**config.mk**
```make
export PLATFORM = sky130hd
export DESIGN_NAME = pdi_ports
export DESIGN_NICKNAME = d
export VERILOG_FILES = /design/src/rtl/pdi_pkg.sv /design/src/rtl/pdi_core_if.sv /design/src/rtl/pdi_target.sv /design/src/rtl/pdi_ports.sv /design/src/rtl/pdi_ctrl.sv
export SDC_FILE = /design/constraint.sdc
export NUM_CORES = 1
export LEC_CHECK = 0
export ABC_AREA = 1
export ABC_CLOCK_PERIOD_IN_PS = 3600
export BUFFER_PORTS_ARGS = -buffer_cell sky130_fd_sc_hd__buf_2
export CORE_ASPECT_RATIO = 1.4
export CORE_MARGIN = 2
export CORE_UTILIZATION = 50
export DETAILED_ROUTE_END_ITERATION = 8
export PLACE_DENSITY = 0.74
export SLEW_MARGIN = 15
export SYNTH_ARGS = -nofsm -noshare
export SYNTH_HDL_FRONTEND = slang
export SYNTH_SLANG_ARGS = --single-unit
```
**constraint.sdc**
```tcl
create_clock -name clk -period 3.6 [get_ports clk]
set_input_delay 0 -clock clk [delete_from_list [all_inputs] [get_ports clk]]
set_output_delay 0 -clock clk [all_outputs]
set_load 0.1 [all_outputs]
```
**src/rtl/pdi_pkg.sv**
```systemverilog
// Shared constants and types for the power-delivery controller two-wire ports.
// Assumes a 50 MHz core clock; bus lines arrive from pins and are synchronised in the ports.
`default_nettype none
package pdi_pkg;
	localparam int          CLK_HZ         = 50_000_000;
	localparam int          SM_HZ          = 100_000;
	localparam int          FM_HZ          = 400_000;
	localparam int          SM_DIV         = CLK_HZ / (SM_HZ * 4);
	localparam int          FM_DIV         = CLK_HZ / (FM_HZ * 4);
	localparam int          DIV_W          = 8;
	localparam logic [3:0]  PORTA_ADDR_HI  = 4'h4;
	localparam logic [6:0]  PORTB_ADDR     = 7'h38;
	localparam logic [2:0]  DECODE_RST     = 3'h0;
	localparam logic [2:0]  DECODE_TIED_LO = 3'h0;
	localparam logic [2:0]  DECODE_TIED_HI = 3'h3;
	localparam logic [7:0]  EVT_RST        = 8'h00;
	localparam logic [6:0]  MASK_RST       = 7'h7F;
	localparam logic [3:0]  BITS_PER_BYTE  = 4'h8;
	typedef enum logic [2:0] {
		PDI_IDLE = 3'b000,
		PDI_ADDR = 3'b001,
		PDI_AACK = 3'b011,
		PDI_RX   = 3'b010,
		PDI_RACK = 3'b110,
		PDI_TX   = 3'b111,
		PDI_TACK = 3'b101
	} pdi_tgt_st_t;
	typedef enum logic [2:0] {
		PDC_IDLE  = 3'b000,
		PDC_START = 3'b001,
		PDC_BIT   = 3'b011,
		PDC_ACK   = 3'b010,
		PDC_STOP  = 3'b110
	} pdi_ctl_st_t;
endpackage
`default_nettype wire

```
**src/rtl/pdi_core_if.sv**
```systemverilog
// Carrier between a target port and the core: byte streams and events.
// Assumes both ends sit on the core clock.
`default_nettype none
interface pdi_core_if;
	logic       rx_valid;
	logic [7:0] rx_data;
	logic       start_seen;
	logic       stop_seen;
	logic       tx_req;
	logic       tx_ready;
	logic [7:0] tx_data;
	logic       busy;
	modport port (output rx_valid, output rx_data, output start_seen, output stop_seen,
		output tx_req, input tx_ready, input tx_data, output busy);
	modport core (input rx_valid, input rx_data, input start_seen, input stop_seen,
		input tx_req, output tx_ready, output tx_data, input busy);
endinterface
`default_nettype wire

```
**src/rtl/pdi_target.sv**
```systemverilog
// One two-wire target port: start/stop detect, address match, ack, stretching.
// Assumes the bus lines are raw pin levels; synchronised here before use.
`default_nettype none
module pdi_target
	import pdi_pkg::*;
(
	input  wire logic       clk,
	input  wire logic       sys_rst,
	input  wire logic       ce,
	input  wire logic       enable,
	input  wire logic [6:0] own_addr,
	input  wire logic [6:0] addr_mask,
	input  wire logic       scl_in,
	input  wire logic       sda_in,
	output logic            scl_oe,
	output logic            sda_oe,
	pdi_core_if.port        cif
);
	logic [1:0]  scl_s_r, sda_s_r;
	logic        scl_d_r, sda_d_r;
	pdi_tgt_st_t st_r, st_nxt;
	logic [7:0]  sh_r;
	logic [3:0]  cnt_r;
	logic        rw_r, sda_oe_r, hold_r, nack_r;
	wire scl     = scl_s_r[1];
	wire sda     = sda_s_r[1];
	wire scl_re  = scl & ~scl_d_r;
	wire scl_fe  = ~scl & scl_d_r;
	wire start_c = scl & scl_d_r & sda_d_r & ~sda;
	wire stop_c  = scl & scl_d_r & ~sda_d_r & sda;
	wire byte_in = scl_re & (cnt_r == BITS_PER_BYTE - 4'h1);
	// After eight shifts the address sits above the direction bit.
	wire match   = ((sh_r[7:1] ^ own_addr) & addr_mask) == 7'h00;
	wire ack_slot = st_r == PDI_AACK || st_r == PDI_RACK || st_r == PDI_TACK;
	wire last_fe = scl_fe & (cnt_r == BITS_PER_BYTE);
	assign scl_oe         = hold_r;
	assign sda_oe         = sda_oe_r;
	assign cif.start_seen = start_c;
	assign cif.stop_seen  = stop_c;
	assign cif.busy       = st_r != PDI_IDLE;
	assign cif.tx_req     = hold_r & rw_r;
	always_ff @(posedge clk or posedge sys_rst) begin
		if (sys_rst) begin
			scl_s_r <= 2'h3;
			sda_s_r <= 2'h3;
			scl_d_r <= 1'b1;
			sda_d_r <= 1'b1;
		end else if (ce) begin
			scl_s_r <= {scl_s_r[0], scl_in};
			sda_s_r <= {sda_s_r[0], sda_in};
			scl_d_r <= scl;
			sda_d_r <= sda;
		end
	end
	// A start or stop ends any frame regardless of state, so a glitchy host cannot wedge the port.
	always_comb begin
		st_nxt = st_r;
		unique case (st_r)
			PDI_IDLE: st_nxt = st_r;
			PDI_ADDR: if (last_fe) st_nxt = (match && enable) ? PDI_AACK : PDI_IDLE;
			PDI_AACK: if (scl_fe) st_nxt = rw_r ? PDI_TX : PDI_RX;
			PDI_RX:   if (last_fe) st_nxt = PDI_RACK;
			PDI_RACK: if (scl_fe) st_nxt = PDI_RX;
			PDI_TX:   if (last_fe) st_nxt = PDI_TACK;
			PDI_TACK: if (scl_re && sda) st_nxt = PDI_IDLE;
				else if (scl_fe) st_nxt = PDI_TX;
		endcase
		if (start_c) st_nxt = PDI_ADDR;
		else if (stop_c) st_nxt = PDI_IDLE;
	end
	always_ff @(posedge clk or posedge sys_rst) begin
		if (sys_rst) begin
			st_r     <= PDI_IDLE;
			sh_r     <= 8'h00;
			cnt_r    <= 4'h0;
			rw_r     <= 1'b0;
			sda_oe_r <= 1'b0;
			hold_r   <= 1'b0;
			nack_r   <= 1'b0;
			cif.rx_valid <= 1'b0;
			cif.rx_data  <= 8'h00;
		end else if (ce) begin
			st_r         <= st_nxt;
			cif.rx_valid <= 1'b0;
			if (start_c || stop_c || scl_fe && cnt_r == BITS_PER_BYTE)
				cnt_r <= 4'h0;
			else if (scl_re && cnt_r < BITS_PER_BYTE && !ack_slot)
				cnt_r <= cnt_r + 4'h1;
			if (scl_re && (st_r == PDI_ADDR || st_r == PDI_RX))
				sh_r <= {sh_r[6:0], sda};
			if (byte_in && st_r == PDI_ADDR)
				rw_r <= sda;
			if (byte_in && st_r == PDI_RX) begin
				cif.rx_valid <= 1'b1;
				cif.rx_data  <= {sh_r[6:0], sda};
			end
			// Stretch after the read address ack and each host-acked read byte until the core gives the next one.
			if (scl_fe && (st_r == PDI_AACK && rw_r || st_r == PDI_TACK && !sda_d_r))
				hold_r <= 1'b1;
			else if (hold_r && cif.tx_ready) begin
				hold_r <= 1'b0;
				sh_r   <= cif.tx_data;
			end
			if (start_c || stop_c)
				sda_oe_r <= 1'b0;
			else if (last_fe && (st_r == PDI_RX || st_r == PDI_ADDR && match && enable))
				sda_oe_r <= 1'b1;
			else if (last_fe && st_r == PDI_TX)
				sda_oe_r <= 1'b0;
			else if (scl_fe && (st_r == PDI_AACK || st_r == PDI_RACK))
				sda_oe_r <= 1'b0;
			else if (st_r == PDI_TX && !hold_r && scl_fe)
				sda_oe_r <= ~sh_r[7 - cnt_r[2:0]];
			else if (hold_r && cif.tx_ready)
				sda_oe_r <= ~cif.tx_data[7];
			nack_r <= st_r == PDI_TACK && scl_re && sda;
		end
	end
	a_ack_held: assert property (@(posedge clk) disable iff (sys_rst)
		ce && st_r == PDI_AACK && scl |-> sda_oe) else $error("ack not held");
	a_nomatch_quiet: assert property (@(posedge clk) disable iff (sys_rst)
		ce && last_fe && st_r == PDI_ADDR && !match |=> !sda_oe) else $error("nack bad");
	a_nack_release: assert property (@(posedge clk) disable iff (sys_rst)
		nack_r |-> !sda_oe && st_r == PDI_IDLE) else $error("no release");
	a_rx_ack: assert property (@(posedge clk) disable iff (sys_rst)
		ce && st_r == PDI_RX && last_fe |=> sda_oe) else $error("rx unacked");
	a_stable_high: assert property (@(posedge clk) disable iff (sys_rst)
		ce && scl && st_r == PDI_TX && !start_c |=> $stable(sda_oe) || !scl)
		else $error("sda moved");
	c_addr_ack: cover property (@(posedge clk) st_r == PDI_AACK);
	c_read_nack: cover property (@(posedge clk) nack_r);
	c_stretch: cover property (@(posedge clk) hold_r);
endmodule
`default_nettype wire

```
**src/rtl/pdi_ports.sv**
```systemverilog
// Top of the three two-wire ports: two targets toward the host, one controller outward.
// Assumes open-drain pads outside; every pin input is raw and asynchronous.
//
// Contract
// - Three ports; first selectable controller or target, target after reset.
// - Second port is target only and never starts transfers.
// - Third port is controller only, commanding external peripherals.
// - First and second targets behave identically with equal core access.
// - Each target has its own interrupt mask gating its interrupt line.
// - Standard-mode and fast-mode rates are supported.
// - Matching address is acknowledged with SDA low through the ack high phase.
// - One bit per pulse; SDA stable while SCL high.
// - Any number of bytes, eight bits each plus one ack.
// - Transmitter releases SDA before the ack bit.
// - Target receiver acknowledges every received byte.
// - Last read byte gets a high ack; target then releases SDA.
// - Target may hold SCL low after a byte until the core is ready.
// - Target address is fixed at boot before the port responds.
// - First port address is 0100, then three decode bits, then direction.
// - Second port address is 0111000 then direction bit.
// - Every address bit is maskable per port for firmware override.
// - Decode is 000b tied low, 001b/010b divider, 011b tied to rail.
`default_nettype none
module pdi_ports
	import pdi_pkg::*;
(
	input  wire logic       clk,
	input  wire logic       sys_rst,
	input  wire logic       ce,
	input  wire logic       boot_done,
	input  wire logic [2:0] address_select_decode,
	input  wire logic       port_a_ctrl_mode,
	input  wire logic       fast_mode,
	input  wire logic [6:0] port_a_addr_mask,
	input  wire logic [6:0] port_b_addr_mask,
	input  wire logic [6:0] fw_addr_a,
	input  wire logic [6:0] fw_addr_b,
	input  wire logic [7:0] events,
	input  wire logic [7:0] port_a_irq_mask,
	input  wire logic [7:0] port_b_irq_mask,
	input  wire logic [7:0] evt_clear_a,
	input  wire logic [7:0] evt_clear_b,
	input  wire logic [7:0] tx_data_a,
	input  wire logic [7:0] tx_data_b,
	input  wire logic       tx_valid_a,
	input  wire logic       tx_valid_b,
	output logic            tx_req_a,
	output logic            tx_req_b,
	output logic            rx_valid_a,
	output logic            rx_valid_b,
	output logic [7:0]      rx_data_a,
	output logic [7:0]      rx_data_b,
	output logic            port_a_busy,
	output logic            port_b_busy,
	output logic [7:0]      evt_pending_a,
	output logic [7:0]      evt_pending_b,
	input  wire logic       host_port_a_clock_line_in,
	output logic            host_port_a_clock_line_oe,
	input  wire logic       host_port_a_data_line_in,
	output logic            host_port_a_data_line_oe,
	output logic            host_port_a_irq,
	input  wire logic       host_port_b_clock_line_in,
	output logic            host_port_b_clock_line_oe,
	input  wire logic       host_port_b_data_line_in,
	output logic            host_port_b_data_line_oe,
	output logic            host_port_b_irq,
	input  wire logic       ctrl_cmd_valid,
	output logic            ctrl_cmd_ready,
	input  wire logic [6:0] ctrl_cmd_addr,
	input  wire logic [7:0] ctrl_cmd_data,
	output logic            ctrl_done,
	output logic            ctrl_nack,
	input  wire logic       ctrl_port_clock_line_in,
	output logic            ctrl_port_clock_line_oe,
	input  wire logic       ctrl_port_data_line_in,
	output logic            ctrl_port_data_line_oe,
	output logic            ctrl_port_irq
);
	pdi_core_if cif_a ();
	pdi_core_if cif_b ();
	logic [2:0]  decode_r;
	logic        addr_fixed_r;
	logic [6:0]  addr_a_r, addr_b_r;
	logic [7:0]  pend_a_r, pend_b_r;
	// The decode is captured once after reset release, never under the reset itself.
	always_ff @(posedge clk or posedge sys_rst) begin
		if (sys_rst) begin
			decode_r     <= DECODE_RST;
			addr_fixed_r <= 1'b0;
			addr_a_r     <= 7'h00;
			addr_b_r     <= 7'h00;
		end else if (ce && boot_done && !addr_fixed_r) begin
			addr_fixed_r <= 1'b1;
			decode_r     <= address_select_decode;
			addr_a_r     <= {PORTA_ADDR_HI, address_select_decode};
			addr_b_r     <= PORTB_ADDR;
		end
	end
	// Mask bit high keeps the hardware bit; low hands the bit to firmware.
	wire [6:0] eff_a = (addr_a_r & port_a_addr_mask) | (fw_addr_a & ~port_a_addr_mask);
	wire [6:0] eff_b = (addr_b_r & port_b_addr_mask) | (fw_addr_b & ~port_b_addr_mask);
	wire       en_a  = addr_fixed_r & ~port_a_ctrl_mode;
	logic a_scl_oe, a_sda_oe, c_scl_oe, c_sda_oe;
	// Both targets are the same module, so their behaviour and core access cannot drift.
	pdi_target u_tgt_a (
		.clk      (clk),
		.sys_rst  (sys_rst),
		.ce       (ce),
		.enable   (en_a),
		.own_addr (eff_a),
		.addr_mask(7'h7F),
		.scl_in   (host_port_a_clock_line_in),
		.sda_in   (host_port_a_data_line_in),
		.scl_oe   (a_scl_oe),
		.sda_oe   (a_sda_oe),
		.cif      (cif_a)
	);
	pdi_target u_tgt_b (
		.clk      (clk),
		.sys_rst  (sys_rst),
		.ce       (ce),
		.enable   (addr_fixed_r),
		.own_addr (eff_b),
		.addr_mask(7'h7F),
		.scl_in   (host_port_b_clock_line_in),
		.sda_in   (host_port_b_data_line_in),
		.scl_oe   (host_port_b_clock_line_oe),
		.sda_oe   (host_port_b_data_line_oe),
		.cif      (cif_b)
	);
	// The first port's controller role reuses the third port's engine, one bus at a time.
	wire use_c_on_a = port_a_ctrl_mode;
	wire c_scl_in   = use_c_on_a ? host_port_a_clock_line_in : ctrl_port_clock_line_in;
	wire c_sda_in   = use_c_on_a ? host_port_a_data_line_in : ctrl_port_data_line_in;
	pdi_ctrl u_ctrl (
		.clk      (clk),
		.sys_rst  (sys_rst),
		.ce       (ce),
		.fast_mode(fast_mode),
		.cmd_valid(ctrl_cmd_valid),
		.cmd_ready(ctrl_cmd_ready),
		.cmd_addr (ctrl_cmd_addr),
		.cmd_data (ctrl_cmd_data),
		.done     (ctrl_done),
		.nack     (ctrl_nack),
		.scl_in   (c_scl_in),
		.sda_in   (c_sda_in),
		.scl_oe   (c_scl_oe),
		.sda_oe   (c_sda_oe)
	);
	assign host_port_a_clock_line_oe = use_c_on_a ? c_scl_oe : a_scl_oe;
	assign host_port_a_data_line_oe  = use_c_on_a ? c_sda_oe : a_sda_oe;
	assign ctrl_port_clock_line_oe   = ~use_c_on_a & c_scl_oe;
	assign ctrl_port_data_line_oe    = ~use_c_on_a & c_sda_oe;
	assign ctrl_port_irq             = 1'b0;
	assign cif_a.tx_ready = tx_valid_a;
	assign cif_a.tx_data  = tx_data_a;
	assign cif_b.tx_ready = tx_valid_b;
	assign cif_b.tx_data  = tx_data_b;
	assign tx_req_a       = cif_a.tx_req;
	assign tx_req_b       = cif_b.tx_req;
	assign rx_valid_a     = cif_a.rx_valid;
	assign rx_valid_b     = cif_b.rx_valid;
	assign rx_data_a      = cif_a.rx_data;
	assign rx_data_b      = cif_b.rx_data;
	assign port_a_busy    = cif_a.busy;
	assign port_b_busy    = cif_b.busy;
	// A new event wins over a clear in the same cycle, so none is dropped.
	wire [7:0] pend_a_nxt = (pend_a_r & ~evt_clear_a) | events;
	wire [7:0] pend_b_nxt = (pend_b_r & ~evt_clear_b) | events;
	always_ff @(posedge clk or posedge sys_rst) begin
		if (sys_rst) begin
			pend_a_r <= EVT_RST;
			pend_b_r <= EVT_RST;
		end else if (ce) begin
			pend_a_r <= pend_a_nxt;
			pend_b_r <= pend_b_nxt;
		end
	end
	assign evt_pending_a   = pend_a_r;
	assign evt_pending_b   = pend_b_r;
	assign host_port_a_irq = |(pend_a_r & port_a_irq_mask);
	assign host_port_b_irq = |(pend_b_r & port_b_irq_mask);
	a_irq_masked: assert property (@(posedge clk) disable iff (sys_rst)
		(pend_a_r & port_a_irq_mask) == 8'h00 |-> !host_port_a_irq)
		else $error("irq a leak");
	a_irq_b_raise: assert property (@(posedge clk) disable iff (sys_rst)
		ce && |(events & port_b_irq_mask) |=> host_port_b_irq)
		else $error("irq b missed");
	a_addr_boot: assert property (@(posedge clk) disable iff (sys_rst)
		!addr_fixed_r |-> !host_port_b_data_line_oe && !a_sda_oe)
		else $error("answered before boot");
	a_addr_pattern: assert property (@(posedge clk) disable iff (sys_rst)
		addr_fixed_r |-> addr_a_r[6:3] == PORTA_ADDR_HI && addr_b_r == PORTB_ADDR)
		else $error("address wrong");
	a_b_no_ctrl: assert property (@(posedge clk) disable iff (sys_rst)
		!cif_b.busy |-> !host_port_b_data_line_oe)
		else $error("port b initiated");
	c_irq_a: cover property (@(posedge clk) host_port_a_irq);
	c_ctrl_mode: cover property (@(posedge clk) port_a_ctrl_mode && ctrl_done);
endmodule
`default_nettype wire

```
**src/rtl/pdi_ctrl.sv**
```systemverilog
// Controller engine: one-byte address write with start, ack check and stop.
// Assumes open-drain lines; SCL is sampled back so a stretching target is honoured.
`default_nettype none
module pdi_ctrl
	import pdi_pkg::*;
(
	input  wire logic       clk,
	input  wire logic       sys_rst,
	input  wire logic       ce,
	input  wire logic       fast_mode,
	input  wire logic       cmd_valid,
	output logic            cmd_ready,
	input  wire logic [6:0] cmd_addr,
	input  wire logic [7:0] cmd_data,
	output logic            done,
	output logic            nack,
	input  wire logic       scl_in,
	input  wire logic       sda_in,
	output logic            scl_oe,
	output logic            sda_oe
);
	logic [1:0]   scl_s_r, sda_s_r;
	logic         sda_d_r, busy_bus_r;
	pdi_ctl_st_t  st_r;
	logic [DIV_W-1:0] tq_r;
	logic [1:0]   ph_r;
	logic [15:0]  sh_r;
	logic [4:0]   bit_r;
	logic         done_r, nack_r;
	wire scl   = scl_s_r[1];
	wire sda   = sda_s_r[1];
	wire [DIV_W-1:0] div = fast_mode ? DIV_W'(FM_DIV) : DIV_W'(SM_DIV);
	// Quarter ticks pause while SCL is released but still low: the target is stretching.
	wire stretched = ph_r == 2'h2 && !scl_oe && !scl;
	wire tick      = tq_r == div && !stretched;
	assign cmd_ready = st_r == PDC_IDLE && !busy_bus_r;
	assign done      = done_r;
	assign nack      = nack_r;
	always_ff @(posedge clk or posedge sys_rst) begin
		if (sys_rst) begin
			scl_s_r    <= 2'h3;
			sda_s_r    <= 2'h3;
			sda_d_r    <= 1'b1;
			busy_bus_r <= 1'b0;
		end else if (ce) begin
			scl_s_r <= {scl_s_r[0], scl_in};
			sda_s_r <= {sda_s_r[0], sda_in};
			sda_d_r <= sda;
			if (scl && sda_d_r && !sda && st_r == PDC_IDLE)
				busy_bus_r <= 1'b1;
			else if (scl && !sda_d_r && sda)
				busy_bus_r <= 1'b0;
		end
	end
	always_ff @(posedge clk or posedge sys_rst) begin
		if (sys_rst) begin
			st_r   <= PDC_IDLE;
			tq_r   <= '0;
			ph_r   <= 2'h0;
			sh_r   <= 16'h0000;
			bit_r  <= 5'h00;
			scl_oe <= 1'b0;
			sda_oe <= 1'b0;
			done_r <= 1'b0;
			nack_r <= 1'b0;
		end else if (ce) begin
			done_r <= 1'b0;
			tq_r   <= (tick || st_r == PDC_IDLE) ? '0 : (stretched ? tq_r : tq_r + 1'b1);
			if (tick)
				ph_r <= ph_r + 2'h1;
			unique case (st_r)
				PDC_IDLE: if (cmd_valid && cmd_ready) begin
					st_r   <= PDC_START;
					sh_r   <= {cmd_addr, 1'b0, cmd_data};
					bit_r  <= 5'h00;
					ph_r   <= 2'h0;
					nack_r <= 1'b0;
				end
				PDC_START: if (tick && ph_r == 2'h1) begin
					sda_oe <= 1'b1;
				end else if (tick && ph_r == 2'h3) begin
					scl_oe <= 1'b1;
					st_r   <= PDC_BIT;
				end
				PDC_BIT: if (tick) begin
					if (ph_r == 2'h0)
						sda_oe <= ~sh_r[15];
					else if (ph_r == 2'h1)
						scl_oe <= 1'b0;
					else if (ph_r == 2'h3) begin
						scl_oe <= 1'b1;
						sh_r   <= {sh_r[14:0], 1'b0};
						bit_r  <= bit_r + 5'h01;
						if (bit_r[2:0] == 3'h7)
							st_r <= PDC_ACK;
					end
				end
				PDC_ACK: if (tick) begin
					if (ph_r == 2'h0)
						sda_oe <= 1'b0;
					else if (ph_r == 2'h1)
						scl_oe <= 1'b0;
					else if (ph_r == 2'h2 && sda)
						nack_r <= 1'b1;
					else if (ph_r == 2'h3) begin
						scl_oe <= 1'b1;
						st_r   <= (nack_r || bit_r == 5'h10) ? PDC_STOP : PDC_BIT;
					end
				end
				PDC_STOP: if (tick) begin
					if (ph_r == 2'h0)
						sda_oe <= 1'b1;
					else if (ph_r == 2'h1)
						scl_oe <= 1'b0;
					else if (ph_r == 2'h2)
						sda_oe <= 1'b0;
					else begin
						st_r   <= PDC_IDLE;
						done_r <= 1'b1;
					end
				end
			endcase
		end
	end
	a_stop_order: assert property (@(posedge clk) disable iff (sys_rst)
		$fell(sda_oe) && st_r == PDC_STOP |-> !scl_oe) else $error("bad stop");
	a_start_idle: assert property (@(posedge clk) disable iff (sys_rst)
		st_r == PDC_IDLE && cmd_valid && busy_bus_r |=> st_r == PDC_IDLE)
		else $error("start on busy");
	c_ctl_done: cover property (@(posedge clk) done_r && !nack_r);
endmodule
`default_nettype wire

```
Word-level counts from Yosys, hierarchy flattened
Index checks and enable logic that the tools add are counted.
{"block": "word_totals", "memories": 0, "elab_cells": 429, "in_bits": 117, "out_inout_bits": 50, "register_bits": 132, "mem_bits_ro": 0, "latchBits": 0, "ramBits": 0}
{"block": "op_classes", "n_mux": 134, "n_addsub": 7, "mul": 0, "eq_ne": 66, "shifts": 0, "n_reduce_logical": 121, "order_cmp": 4, "bitwise": 55, "div_mod_pow": 0}
{"cell": "two-way mux 3 bit", "n": 38}
{"cell": "two-way mux 16 bit", "n": 5}
{"cell": "< comparator 32 x 4 -> 1 bit, second input constant", "n": 2}
{"cell": "two-way mux 8 bit", "n": 8}
{"cell": "two-way mux 1 bit", "n": 58}
{"cell": "logical AND 1 bit", "n": 53}
{"cell": "!= test 4 x 1 -> 1 bit, second input constant", "n": 10}
{"cell": "one-hot mux 3 bit (6 select lines)", "n": 2}
{"cell": "bitwise AND 8 bit", "n": 4}
{"cell": "one-hot mux 16 bit (2 select lines)", "n": 1}
{"cell": "two-way mux 5 bit", "n": 5}
{"cell": "== test 3 bit, second input constant", "n": 8}
{"cell": "!= test 2 x 1 -> 1 bit, second input constant", "n": 12}
{"cell": "AND reduction 2 bit", "n": 12}
{"cell": "bitwise AND 1 bit", "n": 23}
{"cell": "!= test 2 bit, second input constant", "n": 11}
{"cell": "== test 3 x 2 -> 1 bit, second input constant", "n": 6}
{"cell": "AND reduction 18 bit", "n": 1}
{"cell": "logical OR 1 bit", "n": 16}
{"cell": "two-way mux 4 bit", "n": 4}
{"cell": "NOT 8 bit", "n": 2}
{"cell": "bitwise OR 8 bit", "n": 2}
{"cell": "AND reduction 8 bit", "n": 2}
{"cell": "OR reduction 8 bit", "n": 2}
{"cell": "other kinds (41)", "n": 100}

Logic depth before layout (Yosys ltp)
{"block": "logic_depth", "ltp_word": 11, "depth_mapped": 12}

Cells and area by module
Synthesis repeated with hierarchy kept, for this count alone.
{"block": "unflattened", "cells_unflattened": 1107, "hier_area_um2": 7860.0}
{"mod": "pdi_target", "cells_per_inst": 290, "seq_area_each_um2": 833.3, "area_per_inst_um2": 2031.9, "instances": 2}
{"mod": "pdi_ctrl", "cells_per_inst": 354, "seq_area_each_um2": 1107.3, "area_per_inst_um2": 2650.0, "instances": 1}
{"mod": "pdi_ports", "cells_per_inst": 173, "seq_area_each_um2": 500.5, "area_per_inst_um2": 1146.1, "instances": 1}

Least setup slack after synthesis
OpenSTA, ideal clock, no wires.
{"block": "synth_timing", "kind": "register to output", "startpoint": "reg (tool-made name)", "endpoint": "out host_port_a_clock_line_oe", "n_path_buf": 0, "path_stages_with_launch": 3, "setup_slack_ps": 1120, "arrival_ps": 2480, "path_cell_list": "dfrtp_1 > inv_1 > o21ai_0"}
{"element": "to (decl)", "line_no": "pdi_ports.sv:58", "text": "output logic host_port_a_clock_line_oe,"}

Worst setup path after layout
{"block": "layout_timing", "startpoint": "reg u_ctrl.ph_r[0]", "endpoint": "reg u_ctrl.tq_r[6]"}
{"block": "layout_via", "elab_chain_len": 8}
{"element": "from (decl)", "line_no": "pdi_ctrl.sv:26", "text": "logic [1:0] ph_r;"}
{"element": "from (signal assigned)", "line_no": "pdi_ctrl.sv:70", "text": "ph_r <= ph_r + 2'h1;"}
{"element": "== test 2 bit (*)", "line_no": "pdi_ctrl.sv:34", "text": "wire stretched = ph_r == 2'h2 && !scl_oe && !scl;"}
{"element": "logical AND 1 bit (*) (2 in series)", "line_no": "pdi_ctrl.sv:34"}
{"element": "logical NOT 1 bit", "line_no": "pdi_ctrl.sv:35", "text": "wire tick = tq_r == div && !stretched;"}
{"element": "logical AND 1 bit", "line_no": "pdi_ctrl.sv:35"}
{"element": "logical OR 1 bit", "line_no": "pdi_ctrl.sv:68", "text": "tq_r <= (tick || st_r == PDC_IDLE) ? '0 : (stretched ? tq_r : tq_r + 1'b1);"}
{"element": "!= test 2 bit (no source line)"}
{"element": "AND reduction 2 bit (no source line)"}
{"element": "to (signal assigned)", "line_no": "pdi_ctrl.sv:68"}
{"element": "to (decl)", "line_no": "pdi_ctrl.sv:25", "text": "logic [DIV_W-1:0] tq_r;"}
Mark *: on every way between the ends. The rest lies on a longest branch, timed or not.
A chain may end at the register's enable or synchronous reset.

==> results by group <==
Clock tree
  • CTS root buffer: clkbuf_16
  • CTS resizes: 0
  • Skew-Pair Late Insertion Delay: 0.41 ns
  • CTS tree: built
  • Clk buf depth: 2
  • Clk pin slew, worst setup/hold paths: 0.05 ns
  • TritonCTS Buffers: 17
  • H-tree depth: 4
  • Clock Sinks: 130

Drt
  • Drt wl/cell: 14.0 um
  • Routed Antenna Nets: 0
  • Via count: 7646
  • 1st-pass router iterations: 5
  • Detailed-route DRC error count: 0
  • Vias per inst: 5.17
  • DRT iter0 DRCs: 437
  • Final wirelength: 20700 um

Setup path
  • Buf/Inv on CP: 2
  • Top delay family on crit path: compound AO/OA/AOI/OAI gates
  • Crit path required time: 3.88 ns
  • Crit-path slowest cell: a21oi_1
  • Endpoint class of the critical path: register
  • Crit Path Class: register to register
  • Crit path arrival time: 2.51 ns
  • Setup crit start kind: register
  • Worst-path cell chain: inv_1 > ha_1 > nand2_1 > nor2_1 > a21oi_1 > inv_1 > nor2_1 > nor3b_1
  • Slowest stage delay, CP: 0.58 ns
  • CP Max Fanout: 11

Synthesis
  • Cell taking the most area after synthesis: dfrtp_1
  • Sequential area share after synthesis: 0.441
  • Synth Register Bits: 130
  • Ys Warns: 0
  • Number of synthesized flops with an enable pin: 0
  • Syn nets: 1167
  • Cell Area, Synth: 0.00743 mm2
  • Primary FF master, synth: dfrtp_1
  • Unique cell type count in the Yosys netlist: 41
  • Synth top area share: 0.381
  • Top cells by area, synth: dfrtp_1, nand2_1, nand3_1
  • Post-Syn Area per Cell: 7.15 um2
  • Asr flop ratio synth: 1.00
  • Gate count of the mapped netlist: 1039

Global routing
  • GR Layer Usage met3: 0.0451
  • Initial antenna violation count: 0
  • GRT overflow: 0
  • Met2 track utilization from global routing: 0.464
  • Gr usage total: 0.266
  • Pin count of the biggest net entering global routing: 102
  • GR peak layer: met2
  • GR Util met1: 0.327
  • Vias in the first global route: 7407
  • First-pass GRT wire length: 34000 um

Floorplanning
  • Die height: 148 um
  • Initial core utilization: 0.512
  • DIE WIDTH: 107 um
  • DIE AREA: 0.0159 mm2
  • Num ports: 167
  • Core Rows: 52
  • Core outline area: 0.0145 mm2

Timing
  • Slew Viols, Final: 0
  • Post-route minimum period: 2.23 ns
  • Endpoints failing setup: 0
  • Peak Freq: 0.448 GHz
  • Setup_tns: 0 ns
  • Worst-Margin Slew: 0.930 ns
  • Clock skew: 0.00875 ns
  • Fin. Hold Viols: 0
  • RSZ-0062 raised after global routing: no
  • Period utilization: 0.619
  • Slew margin rel.: 0.380

Run
  • Total of max-cap violations: 0

Placement
  • Dpl cell area: 0.00841 mm2
  • Final Wtd Congestion: 0.929
  • Hpwl dp: 14300 um
  • Port Buffers: 165

Pwr
  • Power Density: 661 mW/mm2
  • VDD IR max: 0.526 mV
  • LEAKAGE: 5.11 nW
  • Total power: 6.42 mW

Min path
  • Worst hold-check path type: primary input to register

Layout
  • Inserted Diodes: 0
  • Proportion of layout cells with a drive suffix above 1: 0.186
  • Final Instance Area: 0.00971 mm2
  • Final #Nets: 1405
  • Syn-to-layout area delta: 30.7%
  • Fin util: 0.669

Outcome
  • Status: complete, no violations
repair_timing:
action / in CTS / in global routing
setup buffers: 0 / 0
endpoints found under the hold margin: 142 / 0
hold buffers: 74 / 0
final cells by class:
type,instances,area [um2]
Sequential cell,130,3270
Tap cell,189,236
Fill cell,1255,4800
Timing Repair Buffer,246,1620
Clock inverter,10,111
Clock buffer,21,450
Multi-Input combinational cell,770,3590
Inverter,112,427
tightest hold or removal path, stage by stage:
cell	delay, ns
buf_2	0.10
nand3_1	0.23
nand2_1	0.08
report_power, final:
group / switching (mW) / internal (mW)
Clock: 0.630 / 1.03
Combinational: 1.82 / 0.750
Sequential: 0.342 / 1.84
Total: 2.80 / 3.62
synth_stat cells, drive strengths merged, types with 2 or more instances:
| cell type | n |
|---|---|
| nand2 | 362 |
| xor2 | 4 |
| dfrtp | 113 |
| or2 | 2 |
| o21a | 8 |
| o21bai | 2 |
| inv | 110 |
| ha | 11 |
| nand3b | 3 |
| o211ai | 10 |
| dfstp | 17 |
| o21ai | 106 |
| clkinv | 2 |
| nor2 | 76 |
| buf | 14 |
| mux2 | 2 |
| clkbuf | 13 |
| a221oi | 4 |
| a21o | 2 |
| a31oi | 2 |
| nand3 | 108 |
| nor3 | 11 |
| nand4 | 22 |
| a21oi | 30 |
flip-flops by register name (all words and copies together), names as in the netlist, 2 cells and up, named ones only:
signal	flops
u_ctrl.sh_r	16
evt_pending_a	8
evt_pending_b	8
u_ctrl.tq_r	8
u_tgt_a.cif.rx_data	8
u_tgt_a.sh_r	8
u_tgt_b.cif.rx_data	8
u_tgt_b.sh_r	8
u_ctrl.bit_r	5
u_tgt_a.cnt_r	4
u_tgt_b.cnt_r	4
addr_a_r	3
u_ctrl.st_r	3
u_tgt_a.st_r	3
u_tgt_b.st_r	3
u_ctrl.ph_r	2
u_ctrl.scl_s_r	2
u_ctrl.sda_s_r	2
u_tgt_a.scl_s_r	2
u_tgt_a.sda_s_r	2
u_tgt_b.scl_s_r	2
u_tgt_b.sda_s_r	2
kinds of logic (layout without fill, tap and decap cells):
family	after synthesis	in the layout	share of synthesized area
and+or+nand+nor	586	586	0.331
AOI/OAI and AO/OA	166	166	0.126
buffers and inverters	139	389	0.0756
DFF	130	130	0.441
adders and majority gates	11	11	0.0185
xor gates and xnor gates	4	4	0.00472
muxes	2	2	0.00303
other	1	1	0.000505
final timing paths:
| path | startpoint | end | slack [ns] | cells past startpoint |
|---|---|---|---|---|
| worst min-delay path | boot_done | addr_b_r[3] | 0.04 | 3 |
| max in group asynchronous | sys_rst | u_tgt_b.sda_s_r[0] | 2.41 | 4 |
| worst max register to register | u_ctrl.ph_r[0] | u_ctrl.tq_r[6] | 1.37 | 8 |
| min in group asynchronous | sys_rst | u_ctrl.done | 0.34 | 3 |
| worst max-delay path | u_ctrl.ph_r[0] | u_ctrl.tq_r[6] | 1.37 | 8 |
| worst min register to register | u_tgt_b.scl_s_r[0] | u_tgt_b.scl_s_r[0] | 0.46 | 2 |
routing by layer:
layer  part of all wire  vias up
met5                  0        -
li1                   -     3860
met4              0.028        0
met2               0.50      226
met1               0.43     3512
met3              0.041       48
layout by cell type, fill, tap and decap left out, types with 8 or more instances in the layout:
cell type	n
nand2_1	357
buf_2	165
dfrtp_1	113
nand3_1	106
inv_1	105
o21ai_0	104
nor2_1	74
dlygate4sd3_1	74
a21oi_1	28
nand4_1	22
clkbuf_16	17
dfstp_2	17
nor3_1	11
ha_1	11
o211ai_1	10
o21a_1	8
metrics by stage:
stage	instances	hold slack, ns	worst slack [ns]
2_1_floorplan	1039	0.0962	0.159
3_3_place_gp	1373	0.208	1.50
3_5_place_dp	1373	0.218	1.41
4_1_cts	1478	0.0192	1.39
5_1_grt	1478	0.0570	1.12
6_report	1478	0.0440	1.37
Note: power is estimated with default switching activity, not from simulation.
